File: config.mk
export PLATFORM = sky130hd
export DESIGN_NAME = acs_adc_sequencer
export DESIGN_NICKNAME = d
export VERILOG_FILES = /design/src/acs_pkg.sv /design/src/acs_adc_sequencer.sv
export VERILOG_INCLUDE_DIRS = /design/src
export SDC_FILE = /design/constraint.sdc
export NUM_CORES = 1
export LEC_CHECK = 0
export ABC_AREA = 0
export BUFFER_PORTS_ARGS = -buffer_cell sky130_fd_sc_hd__buf_2
export CORE_AREA = 2 2 99 149
export DETAILED_ROUTE_END_ITERATION = 16
export DIE_AREA = 0 0 101 151
export GPL_ROUTABILITY_DRIVEN = 0
export SLEW_MARGIN = 20
export SYNTH_ARGS = -nofsm -noshare
export SYNTH_HDL_FRONTEND = slang
export SYNTH_SLANG_ARGS = --single-unit
File: constraint.sdc
create_clock -name clock_i -period 3.03 [get_ports clock_i]
set_input_delay 0.4545 -clock clock_i [delete_from_list [all_inputs] [get_ports clock_i]]
set_output_delay 0.4545 -clock clock_i [all_outputs]
set_load 0.05 [all_outputs]
File: src/acs_defines.svh
// Register offsets, field positions, reset values and timing figures of the
// conversion sequencer. Assumes inclusion by its bare name.
`ifndef ACS_DEFINES_SVH
`define ACS_DEFINES_SVH
`define ACS_OFF_CTRL 8'h00
`define ACS_OFF_CFG 8'h04
`define ACS_OFF_RESULT 8'h08
`define ACS_OFF_RES_HI 8'h0C
`define ACS_OFF_RES_LO 8'h10
`define ACS_OFF_STATUS 8'h14
`define ACS_OFF_IRQ_STAT 8'h18
`define ACS_OFF_IRQ_EN 8'h1C
`define ACS_OFF_IRQ_CLR 8'h20
`define ACS_CTRL_CONT 0
`define ACS_CTRL_START 1
`define ACS_CTRL_DEF 2
`define ACS_CTRL_CONV_EN 3
`define ACS_CTRL_AMP_LSB 4
`define ACS_CTRL_AMP_MSB 7
`define ACS_CTRL_RST 8'h00
`define ACS_CFG_OSR_LSB 0
`define ACS_CFG_OSR_MSB 2
`define ACS_CFG_NEL_LSB 3
`define ACS_CFG_NEL_MSB 4
`define ACS_CFG_FS_LSB 5
`define ACS_CFG_FS_MSB 6
`define ACS_CFG_CBIAS_LSB 7
`define ACS_CFG_CBIAS_MSB 8
`define ACS_CFG_ABIAS_LSB 9
`define ACS_CFG_ABIAS_MSB 10
`define ACS_CFG_RST 11'h000
`define ACS_IRQ_DONE 0
`define ACS_IRQ_OVER 1
`define ACS_IRQ_UNDER 2
`define ACS_IRQ_RST 3'h0
`define ACS_RESULT_RST 16'h0000
`define ACS_SAT_POS 16'h7FFF
`define ACS_SAT_NEG 16'h8000
`define ACS_OSC_HZ 4000000
`define ACS_OSC_DIV_SLOWEST 64
`define ACS_OSR_EXP_BASE 3
`define ACS_RES_BASE 5'h06
`define ACS_RES_FULL 5'h10
`endif

File: src/acs_pkg.sv
// Types shared by the conversion sequencer and its environment.
// Assumes acs_defines.svh holds the numeric constants.
package acs_pkg;
  typedef logic [1:0] acs_bias_t;
  typedef logic [3:0] acs_amp_en_t;
  typedef enum logic [1:0] {
    ACS_IDLE = 2'b00,
    ACS_ELEM = 2'b01,
    ACS_QUANT = 2'b11,
    ACS_STORE = 2'b10
  } acs_state_e;
endpackage

File: src/acs_adc_sequencer.sv
// Conversion sequencer of an incremental over-sampling converter, APB slave.
// Assumes the analog chain presents raw_code_i while quantize_o is high.
`timescale 1ns/1ns
`include "acs_defines.svh"
module acs_adc_sequencer #(
  parameter int CLK_HZ = 100000000,
  parameter int RAW_W = 18
) (
  input wire logic clock_i,
  input wire logic rst_n_i,
  input wire logic psel_i,
  input wire logic penable_i,
  input wire logic pwrite_i,
  input wire logic [7:0] paddr_i,
  input wire logic [31:0] pwdata_i,
  output logic [31:0] prdata_o,
  output logic pready_o,
  output logic pslverr_o,
  output logic irq_o,
  input wire logic signed [RAW_W-1:0] raw_code_i,
  output logic sample_tick_o,
  output logic offset_polarity_o,
  output logic quantize_o,
  output logic done_o,
  output logic busy_o,
  output logic conv_enable_o,
  output acs_pkg::acs_amp_en_t amp_enable_o,
  output acs_pkg::acs_bias_t converter_bias_select_o,
  output acs_pkg::acs_bias_t amplifier_bias_select_o
);
  import acs_pkg::*;

  // One oscillator period in system clocks; slowest rate divides it further
  localparam int OSC_DIV = CLK_HZ / `ACS_OSC_HZ;
  localparam int DIV_BASE = OSC_DIV * `ACS_OSC_DIV_SLOWEST;
  localparam int DIV_W = $clog2(DIV_BASE + 1);

  if (CLK_HZ % `ACS_OSC_HZ != 0 || OSC_DIV < 1 || RAW_W < 17) begin : g_chk
    $error("acs_adc_sequencer: unsupported CLK_HZ or RAW_W");
  end

  // Register file
  logic [7:0] ctrl_ff, nxt_ctrl;
  logic [10:0] cfg_ff, nxt_cfg;
  logic [2:0] irq_en_ff, nxt_irq_en;
  logic [2:0] irq_stat_ff, nxt_irq_stat;
  logic irq_ff, nxt_irq;
  logic pready_ff, nxt_pready;
  logic pslverr_ff, nxt_pslverr;
  logic [31:0] prdata_ff, nxt_prdata;
  logic start_req_ff, nxt_start_req;
  // Sequencer
  acs_state_e state_ff, nxt_state;
  logic [DIV_W-1:0] div_ff, nxt_div;
  logic tick_ff, nxt_tick;
  logic [10:0] samp_ff, nxt_samp;
  logic [2:0] elem_ff, nxt_elem;
  logic pol_ff, nxt_pol;
  logic quant_ff, nxt_quant;
  logic done_ff, nxt_done;
  logic busy_ff, nxt_busy;
  logic [15:0] result_ff, nxt_result;

  logic [2:0] osr_sel;
  logic [1:0] nel_sel;
  logic [1:0] fs_sel;
  logic cont_mode;
  logic conv_en;
  logic [10:0] osr_last;
  logic [2:0] nel_last;
  logic [DIV_W-1:0] div_load;
  logic [4:0] res_bits;
  logic [4:0] forced_n;
  logic over_rng, under_rng;
  logic [15:0] sat_code;
  logic [15:0] fmt_code;
  logic [2:0] events;
  logic acc_phase, wr_en, addr_hit;
  logic [31:0] rd_mux;

  assign osr_sel = cfg_ff[`ACS_CFG_OSR_MSB:`ACS_CFG_OSR_LSB];
  assign nel_sel = cfg_ff[`ACS_CFG_NEL_MSB:`ACS_CFG_NEL_LSB];
  assign fs_sel = cfg_ff[`ACS_CFG_FS_MSB:`ACS_CFG_FS_LSB];
  assign cont_mode = ctrl_ff[`ACS_CTRL_CONT];
  assign conv_en = ctrl_ff[`ACS_CTRL_CONV_EN];
  // OSR = 2^(3+code) counted 0..OSR, so OSR+1 periods per elementary conversion
  assign osr_last = 11'(11'h001 << (`ACS_OSR_EXP_BASE + osr_sel));
  assign nel_last = 3'((4'h1 << nel_sel) - 4'h1);
  assign div_load = DIV_W'((DIV_BASE >> fs_sel) - 1);

  // Output formatting: clamp, then force insignificant bits to 1 followed by 0s
  assign over_rng = raw_code_i > RAW_W'(signed'(`ACS_SAT_POS));
  assign under_rng = raw_code_i < -RAW_W'(signed'({1'b0, `ACS_SAT_NEG}));
  always_comb begin
    sat_code = raw_code_i[15:0];
    if (over_rng) begin
      sat_code = `ACS_SAT_POS;
    end else if (under_rng) begin
      sat_code = `ACS_SAT_NEG;
    end
  end
  assign res_bits = `ACS_RES_BASE + {1'b0, osr_sel, 1'b0} + {3'h0, nel_sel};
  assign forced_n = (res_bits < `ACS_RES_FULL) ? (`ACS_RES_FULL - res_bits) : 5'h00;
  for (genvar i = 0; i < 16; i++) begin : g_fmt
    assign fmt_code[i] = (5'(i) < forced_n) ? (5'(i) == forced_n - 5'h01) : sat_code[i];
  end

  // Sample-rate divider, runs only while a conversion is in flight
  always_comb begin
    nxt_div = div_load;
    nxt_tick = 1'b0;
    // No tick on the abort edge, so a tick never shows while idle
    if (state_ff != ACS_IDLE && conv_en) begin
      if (div_ff == '0) begin
        nxt_tick = 1'b1;
      end else begin
        nxt_div = div_ff - DIV_W'(1);
      end
    end
  end
  always_ff @(posedge clock_i) begin
    if (!rst_n_i) begin
      div_ff <= '0;
      tick_ff <= 1'b0;
    end else begin
      div_ff <= nxt_div;
      tick_ff <= nxt_tick;
    end
  end

  // Conversion sequence
  always_comb begin
    nxt_state = state_ff;
    nxt_samp = samp_ff;
    nxt_elem = elem_ff;
    nxt_pol = pol_ff;
    nxt_quant = 1'b0;
    nxt_done = 1'b0;
    nxt_result = result_ff;
    events = 3'h0;
    unique case (state_ff)
      ACS_IDLE: begin
        if (start_req_ff && conv_en) begin
          nxt_state = ACS_ELEM;
          nxt_samp = '0;
          nxt_elem = '0;
          nxt_pol = 1'b0;
        end
      end
      ACS_ELEM: begin
        if (tick_ff) begin
          if (samp_ff == osr_last) begin
            nxt_samp = '0;
            nxt_pol = ~pol_ff;
            if (elem_ff == nel_last) begin
              nxt_state = ACS_QUANT;
            end else begin
              nxt_elem = elem_ff + 3'h1;
            end
          end else begin
            nxt_samp = samp_ff + 11'h001;
          end
        end
      end
      ACS_QUANT: begin
        if (tick_ff) begin
          nxt_quant = 1'b1;
          nxt_state = ACS_STORE;
        end
      end
      ACS_STORE: begin
        // Whole word written in one edge so both bytes always match
        nxt_result = fmt_code;
        nxt_done = 1'b1;
        events[`ACS_IRQ_DONE] = 1'b1;
        events[`ACS_IRQ_OVER] = over_rng;
        events[`ACS_IRQ_UNDER] = under_rng;
        nxt_samp = '0;
        nxt_elem = '0;
        nxt_pol = 1'b0;
        nxt_state = cont_mode ? ACS_ELEM : ACS_IDLE;
      end
    endcase
    if (!conv_en) begin
      nxt_state = ACS_IDLE;
      nxt_quant = 1'b0;
    end
    nxt_busy = nxt_state != ACS_IDLE;
  end
  always_ff @(posedge clock_i) begin
    if (!rst_n_i) begin
      state_ff <= ACS_IDLE;
      samp_ff <= '0;
      elem_ff <= '0;
      pol_ff <= 1'b0;
      quant_ff <= 1'b0;
      done_ff <= 1'b0;
      busy_ff <= 1'b0;
      result_ff <= `ACS_RESULT_RST;
    end else begin
      state_ff <= nxt_state;
      samp_ff <= nxt_samp;
      elem_ff <= nxt_elem;
      pol_ff <= nxt_pol;
      quant_ff <= nxt_quant;
      done_ff <= nxt_done;
      busy_ff <= nxt_busy;
      result_ff <= nxt_result;
    end
  end

  // APB slave: one wait state, so pready and read data come from flops
  assign acc_phase = psel_i && penable_i && !pready_ff;
  assign wr_en = psel_i && penable_i && pready_ff && pwrite_i && !pslverr_ff;
  always_comb begin
    addr_hit = 1'b1;
    rd_mux = 32'h0000_0000;
    unique case (paddr_i)
      `ACS_OFF_CTRL: rd_mux[7:0] = ctrl_ff;
      `ACS_OFF_CFG: rd_mux[10:0] = cfg_ff;
      `ACS_OFF_RESULT: rd_mux[15:0] = result_ff;
      `ACS_OFF_RES_HI: rd_mux[7:0] = result_ff[15:8];
      `ACS_OFF_RES_LO: rd_mux[7:0] = result_ff[7:0];
      `ACS_OFF_STATUS: rd_mux[1:0] = {pol_ff, busy_ff};
      `ACS_OFF_IRQ_STAT: rd_mux[2:0] = irq_stat_ff;
      `ACS_OFF_IRQ_EN: rd_mux[2:0] = irq_en_ff;
      `ACS_OFF_IRQ_CLR: rd_mux = 32'h0000_0000;
      default: addr_hit = 1'b0;
    endcase
  end
  always_comb begin
    nxt_pready = acc_phase;
    nxt_pslverr = acc_phase && !addr_hit;
    nxt_prdata = acc_phase ? rd_mux : prdata_ff;
    nxt_ctrl = ctrl_ff;
    nxt_cfg = cfg_ff;
    nxt_irq_en = irq_en_ff;
    nxt_start_req = 1'b0;
    nxt_irq_stat = irq_stat_ff;
    if (wr_en) begin
      unique case (paddr_i)
        `ACS_OFF_CTRL: begin
          // Start and default bits act once and read back as zero
          nxt_ctrl = pwdata_i[7:0];
          nxt_ctrl[`ACS_CTRL_START] = 1'b0;
          nxt_ctrl[`ACS_CTRL_DEF] = 1'b0;
          nxt_start_req = pwdata_i[`ACS_CTRL_START] || pwdata_i[`ACS_CTRL_DEF];
        end
        `ACS_OFF_CFG: nxt_cfg = pwdata_i[10:0];
        `ACS_OFF_IRQ_EN: nxt_irq_en = pwdata_i[2:0];
        `ACS_OFF_IRQ_CLR: nxt_irq_stat = irq_stat_ff & ~pwdata_i[2:0];
        default: nxt_ctrl = ctrl_ff;
      endcase
    end
    // A new event wins over a clear in the same cycle
    nxt_irq_stat = nxt_irq_stat | events;
    nxt_irq = |(nxt_irq_stat & nxt_irq_en);
  end
  always_ff @(posedge clock_i) begin
    if (!rst_n_i) begin
      pready_ff <= 1'b0;
      pslverr_ff <= 1'b0;
      prdata_ff <= 32'h0000_0000;
      ctrl_ff <= `ACS_CTRL_RST;
      cfg_ff <= `ACS_CFG_RST;
      irq_en_ff <= `ACS_IRQ_RST;
      irq_stat_ff <= `ACS_IRQ_RST;
      irq_ff <= 1'b0;
      start_req_ff <= 1'b0;
    end else begin
      pready_ff <= nxt_pready;
      pslverr_ff <= nxt_pslverr;
      prdata_ff <= nxt_prdata;
      ctrl_ff <= nxt_ctrl;
      cfg_ff <= nxt_cfg;
      irq_en_ff <= nxt_irq_en;
      irq_stat_ff <= nxt_irq_stat;
      irq_ff <= nxt_irq;
      start_req_ff <= nxt_start_req;
    end
  end

  assign prdata_o = prdata_ff;
  assign pready_o = pready_ff;
  assign pslverr_o = pslverr_ff;
  assign irq_o = irq_ff;
  assign sample_tick_o = tick_ff;
  assign offset_polarity_o = pol_ff;
  assign quantize_o = quant_ff;
  assign done_o = done_ff;
  assign busy_o = busy_ff;
  assign conv_enable_o = ctrl_ff[`ACS_CTRL_CONV_EN];
  assign amp_enable_o = ctrl_ff[`ACS_CTRL_AMP_MSB:`ACS_CTRL_AMP_LSB];
  assign converter_bias_select_o = cfg_ff[`ACS_CFG_CBIAS_MSB:`ACS_CFG_CBIAS_LSB];
  assign amplifier_bias_select_o = cfg_ff[`ACS_CFG_ABIAS_MSB:`ACS_CFG_ABIAS_LSB];
endmodule

==> impl_results.md, run 1 <==
* Status: complete, no violations
* Postcts setup bufs at 0
* Avg WL per Cell at 16.6 µm
* GRT overflow at 0
* Hold_buf cts at 0
* Slew HR at 0.622
* DRC viols at 0
* Leakage at ~2.4 nW
* Initial antenna violation count at 0
* CTS tree: done
* Critical-path maximum fanout at 7
* CTS clk-pin slew, worst paths at around 0.070 ns
* Final period util at 0.986
* CP max stage delay at 0.48 ns
* Row count at 53
* Io pins at roughly 110
* Clock Skew at roughly 0.008 ns
* Final setup viols at 0
* Synth Instances at ~630
* FF-to-FF setup slack at about 0.044 ns
* GR Util All Layers at 0.187
* CTS max path bufs at 2
* Asr flop ratio synth at 0
* Via-to-Cell Ratio at 5.49
* Fmax at 335 MHz
* Via count at around 4,700
* CP delay by family, top: adder cells
* Root buffer cell: clkbuf_16
* Synth cell types at 68
* Post-Syn Area at 5070 µm²
* WP data required at between 3 and 4 ns
* Largest net degree at the start of global routing at about 40
* Register area share after synthesis at 0.359
* Core area at 13,900 µm²
* Fin. Hold Viols at 0
* H-tree depth at 3
* Clk_lat worst skew at 0.34 ns
* ANT cells at 0
* Final nets at 760
* Fin crit period at about 3.0 ns
* Cells along the critical path: inv_1 > ha_1 > inv_1 > ha_1 > inv_1 > fa_1 > and3b_1 > ha_1 > or3_1 > a21oi_1 > nor4_1 > a31oi_1 > a21oi_1
* Worst VDD drop at 269 µV
* Synth Flop Type: dfxtp_1
* Layout area overhead at 14.7%
* Min Hold Slack at between 0.3 and 0.4 ns
* Slew at the pin closest to its max-slew limit at 0.563 ns
* Avg Cell Area, Syn at 8.10 µm²
* Post-route ant nets at 0
* Chip height at 151 µm
* Die area at 15,300 µm²
* Cts repair resizes at 0
* # clock sinks at 91
* Kind of critical path: reg2reg
* WP buf/inv at 3
* Worst setup SP type: flop
* Routed wire length at 14,100 µm
* Pins over their slew limit at 0
* CP Data Arrival Time at between 3 and 4 ns
* Layout Utilization at 0.418
* Starting density of the core at 0.364
* Crit end category: flop
* Drt first pass iters at 5
* Final setup TNS at 0 ns
* Port-buffer cells at 74
* First-pass GRT wire length at 22,400 µm
* Flop and latch count out of synthesis at 91
* Worst hold path type: in2reg
* Vias in the first global route at about 4,500
* Slowest CP cell: fa_1
* RSZ-0062 raised after global routing: no
* Num CTS Buffers at 9
* Synth warnings at 0
* Drt initial violations at 330
* Die Width at a little over 100 µm
* EDFF count, synth at 0
* PD cells at about 430 nW/µm²
* Final HPWL DP at 10,800 µm
* Ratio of cells with drive above 1 in the final layout at 0.173
* Max-cap violation count at 0
flip-flops by register name, indices dropped and copies added (netlist names), 2 cells and up:
name         cells
prdata_o        16
result_ff       16
cfg_ff          11
div_ff          11
samp_ff         11
ctrl_ff          6
elem_ff          3
irq_en_ff        3
irq_stat_ff      3
state_ff         2
cell usage after synthesis (5+ instances only):
cell type   n  area (µm²)
xor2_1     11        96.3
nand4_1     6        37.5
a21boi_1   11        82.6
buf_4      24         180
buf_2       7        35.0
a22o_1      8        70.1
ha_1       13         163
o211ai_1    5        37.5
inv_1      19        71.3
xnor2_1     9        78.8
nor2_1     43         161
nor3_1     11        55.1
nor2b_1    20         125
o21a_1      8        60.1
o21ai_0    27         135
and2_1      6        37.5
o211a_1     5        50.1
nand2b_1    5        31.3
a21boi_0   19         143
dfxtp_1    91        1820
or3_1       5        31.3
nand3_1    32         160
nand2_1    77         289
a31oi_1    11        68.8
nor4_1      5        31.3
a21oi_1    28         140
clkbuf_1   28         105
a22oi_1    18         135
mux2i_1     7        70.1
and3_1      9        56.3
cell families after synthesis:
| kind of cell | Yosys count | synth area share |
|---|---|---|
| mux | 9 | 0.0205 |
| other cells | 1 | 0.000739 |
| fa+ha+maj | 14 | 0.0360 |
| flops | 91 | 0.359 |
| compound gates | 169 | 0.229 |
| simple gates | 242 | 0.241 |
| buf+inv | 80 | 0.0787 |
| xor+xnor | 20 | 0.0345 |
cell usage in the layout (no fill, tap or decap), types with 18 or more instances in the layout:
cell / n
nand2_1: 77
buf_4: 18
o21ai_0: 27
inv_1: 19
a21oi_1: 28
nand3_1: 32
dfxtp_1: 91
nor2b_1: 20
a21boi_0: 19
a22oi_1: 18
buf_2: 74
nor2_1: 42
through the flow:
step / instances / power (W) / setup WS [ns] / area (µm²)
2_1_floorplan: 641 / 0.00137 / 0.0326 / 5130
3_3_place_gp: 837 / 0.00141 / 0.144 / 5520
3_5_place_dp: 837 / 0.00141 / 0.125 / 5520
4_1_cts: 853 / 0.00251 / 0.106 / 5820
5_1_grt: 853 / 0.00258 / 0.00977 / 5820
6_report: 853 / 0.00249 / 0.0439 / 5820
routing by layer:
| metal | global-route usage | vias to the layer above | share of wire |
|---|---|---|---|
| met5 | 0 | - | 0 |
| li1 | - | 2317 | - |
| met1 | 0.208 | 2214 | 0.39 |
| met2 | 0.345 | 125 | 0.54 |
| met4 | 0.0770 | 0 | 0.031 |
| met3 | 0.0341 | 30 | 0.041 |
final timing paths:
kind | startpoint | to | depth (start not counted)
worst max-delay path | cfg_ff[0]$_SDFFE_PN0P_ | result_ff[10]$_SDFFE_PN0P_ | 13
worst min-delay path | pwdata_i[9] | cfg_ff[9]$_SDFFE_PN0P_ | 3
worst max register to register | cfg_ff[0]$_SDFFE_PN0P_ | result_ff[10]$_SDFFE_PN0P_ | 13
worst min register to register | result_ff[3]$_SDFFE_PN0P_ | result_ff[3]$_SDFFE_PN0P_ | 2
worst min-delay path: cells and delay by family:
family          cells  cell delay [ns]
compound gates      1             0.05
buf+inv             1             0.10
simple gates        1             0.06
power breakdown:
group          internal [W]  total, W  switching (W)  leakage [nW]
Sequential          0.00120   0.00121     0.00000612         0.736
Combinational     0.0000525  0.000176       0.000124          1.48
Clock              0.000580   0.00110       0.000523         0.142
final cells by class:
cell class	instances	area, µm²
fillers	1446	8110
multi-input cells	470	2920
flip-flops and latches	91	1820
repair buffers	92	505
clock buffers	9	225
well taps	165	206
inverters	19	71.3
clock inverters	7	67.6
No activity file was read; power rests on OpenSTA's default activity.
==> run 2, diff against run 1 <==
--- a/config.mk
+++ b/config.mk
@@ -12,6 +12,7 @@
 export DETAILED_ROUTE_END_ITERATION = 16
 export DIE_AREA = 0 0 101 151
 export GPL_ROUTABILITY_DRIVEN = 0
+export PLACE_DENSITY = 0.58
 export SLEW_MARGIN = 20
 export SYNTH_ARGS = -nofsm -noshare
 export SYNTH_HDL_FRONTEND = slang
==> impl_results.md, run 2 (synthesis results as in run 1) <==
* Status: complete, no violations
* Final instance area at 5850 µm² (+0.56%)
* Most common cell after layout, fill and taps aside: dfxtp_1
* Slew at the pin closest to its max-slew limit at 0.601 ns (+0.0386 ns)
* CTS tree: done
* Chip height at 151 µm (unchanged)
* H-tree depth at 3 (unchanged)
* Drt first pass iters at 4 (-1)
* Critical path's most frequent cell: inv_1
* Pins over their slew limit at 0 (unchanged)
* Port-buffer cells at 74 (unchanged)
* Post-route ant nets at 0 (unchanged)
* Leakage at 2.36 nW (about the same)
* Final HPWL DP at 10,800 µm (-0.20%)
* Final Power at 0.00244 W (-1.9%)
* CTS max path bufs at 2 (unchanged)
* WP buf/inv at 4 (+1)
* Cells along the critical path: inv_1 > ha_1 > inv_1 > ha_1 > inv_1 > fa_1 > and3b_1 > ha_1 > inv_1 > o211ai_2 > o311ai_0 > o211a_1
* Crit end category: flop
* Root buffer cell: clkbuf_16
* Fin crit period at 2.90 ns (-0.0902 ns)
* Die Width at 101 µm (unchanged)
* Max-cap violation count at 0 (unchanged)
* Starting density of the core at 0.364 (unchanged)
* Fin. Hold Viols at 0 (unchanged)
* Fmax at 345 MHz (+3.1%)
* Ratio of cells with drive above 1 in the final layout at 0.186 (+0.0125)
* Placed inst area at 5540 µm² (+0.27%)
* Core area at 13,900 µm² (unchanged)
* Num CTS Buffers at 9 (unchanged)
* # clock sinks at 91 (unchanged)
* Vias in the first global route at 4,520 (+0.85%)
* Most frequent cells in the layout: dfxtp_1 (91), nand2_1 (77), buf_2 (74), nor2_1 (40), nand3_1 (32)
* CP delay by family, top: adder cells
* WP data required at 3.31 ns (+0.06 ns)
* Layout area overhead at 15.4%
* Clk_lat worst skew at 0.34 ns (about the same)
* Avg WL per Cell at 16.7 µm (+0.68%)
* Die area at 15,300 µm² (unchanged)
* Clock Skew at 0.00693 ns (-0.00108 ns)
* Via count at 4,700 (+0.30%)
* Via-to-Cell Ratio at 5.50 (about the same)
* ANT cells at 0 (unchanged)
* GR Util All Layers at 0.186 (-0.000582)
* Row count at 53 (unchanged)
* Slew HR at 0.596 (-0.0255)
* Final setup viols at 0 (unchanged)
* CP Data Arrival Time at 3.18 ns (-0.03 ns)
* Postcts setup bufs at 0 (unchanged)
* Worst setup SP type: flop
* Largest net degree at the start of global routing at 42 (+2.4%)
* Worst VDD drop at 253 µV (-6.0%)
* Final period util at 0.956 (-0.0298)
* CP max stage delay at 0.59 ns (+0.11 ns)
* DRC viols at 0 (unchanged)
* Critical-path maximum fanout at 6 (-1)
* PD cells at 417 nW/µm² (-2.4%)
* Initial antenna violation count at 0 (unchanged)
* Slowest CP cell: o311ai_0
* Kind of critical path: reg2reg
* Layout Utilization at 0.420 (+0.00234)
* CTS clk-pin slew, worst paths at 0.07 ns (about the same)
* First-pass GRT wire length at 22,200 µm (-0.89%)
* Final nets at 762 (+0.26%)
* Worst hold path type: in2reg
* Io pins at 112 (unchanged)
* Drt initial violations at 311 (-5.8%)
* GRT overflow at 0 (unchanged)
* Routed wire length at 14,300 µm (+0.91%)
## run 2: timing repair
item	in CTS	in global routing
resized for setup	0	11
endpoints found under the setup margin	0	7
hold buffers	0	0
endpoints found under the hold margin	0	0
## run 2: path summary, 6_finish.rpt
kind | startpoint | end | slack [ns] | cells after the start
max | cfg_ff[0]$_SDFFE_PN0P_ | result_ff[15]$_SDFFE_PN0P_ | 0.13 | 12
min | pwdata_i[8] | cfg_ff[8]$_SDFFE_PN0P_ | 0.37 | 3
max reg2reg | cfg_ff[0]$_SDFFE_PN0P_ | result_ff[15]$_SDFFE_PN0P_ | 0.13 | 12
min reg2reg | prdata_o[1]$_SDFFE_PN0P_ | prdata_o[1]$_SDFFE_PN0P_ | 0.46 | 2
## run 2: per-stage QoR
step / TNS, ns / setup slack (ns) / instances / hold WS, ns
6_report: 0 / 0.134 / 855 / 0.367
5_1_grt: -0.0518 / -0.0190 / 855 / 0.375
4_1_cts: 0 / 0.0704 / 855 / 0.361
3_5_place_dp: 0 / 0.102 / 839 / 0.452
3_3_place_gp: 0 / 0.143 / 839 / 0.450
2_1_floorplan: 0 / 0.0326 / 641 / 0.435
## run 2: power breakdown
part           leakage, nW  internal [W]  switching (W)
registers            0.736       0.00120     0.00000565
clock network        0.129      0.000564       0.000490
logic                 1.50     0.0000540       0.000124
total                 2.36       0.00182       0.000620
## run 2: layer usage
layer / vias to the layer above / global-route usage / wire (µm)
li1: 2318 / - / -
met1: 2245 / 0.215 / 5760
met2: 113 / 0.343 / 7590
met3: 24 / 0.0272 / 504
met4: 0 / 0.0689 / 397
met5: - / 0 / 0
## run 2: final cells by class
type                    instances  area, µm²
repair buffers                 94        520
flip-flops and latches         91       1820
well taps                     165        206
inverters                      19       71.3
multi-input cells             470       2950
clock inverters                 6       50.0
fillers                      1433       8070
clock buffers                  10        229
## run 2: tightest hold or removal path, stage by stage
cell      delay (ns)
buf_2           0.10
nand3_1         0.06
a21boi_1        0.05
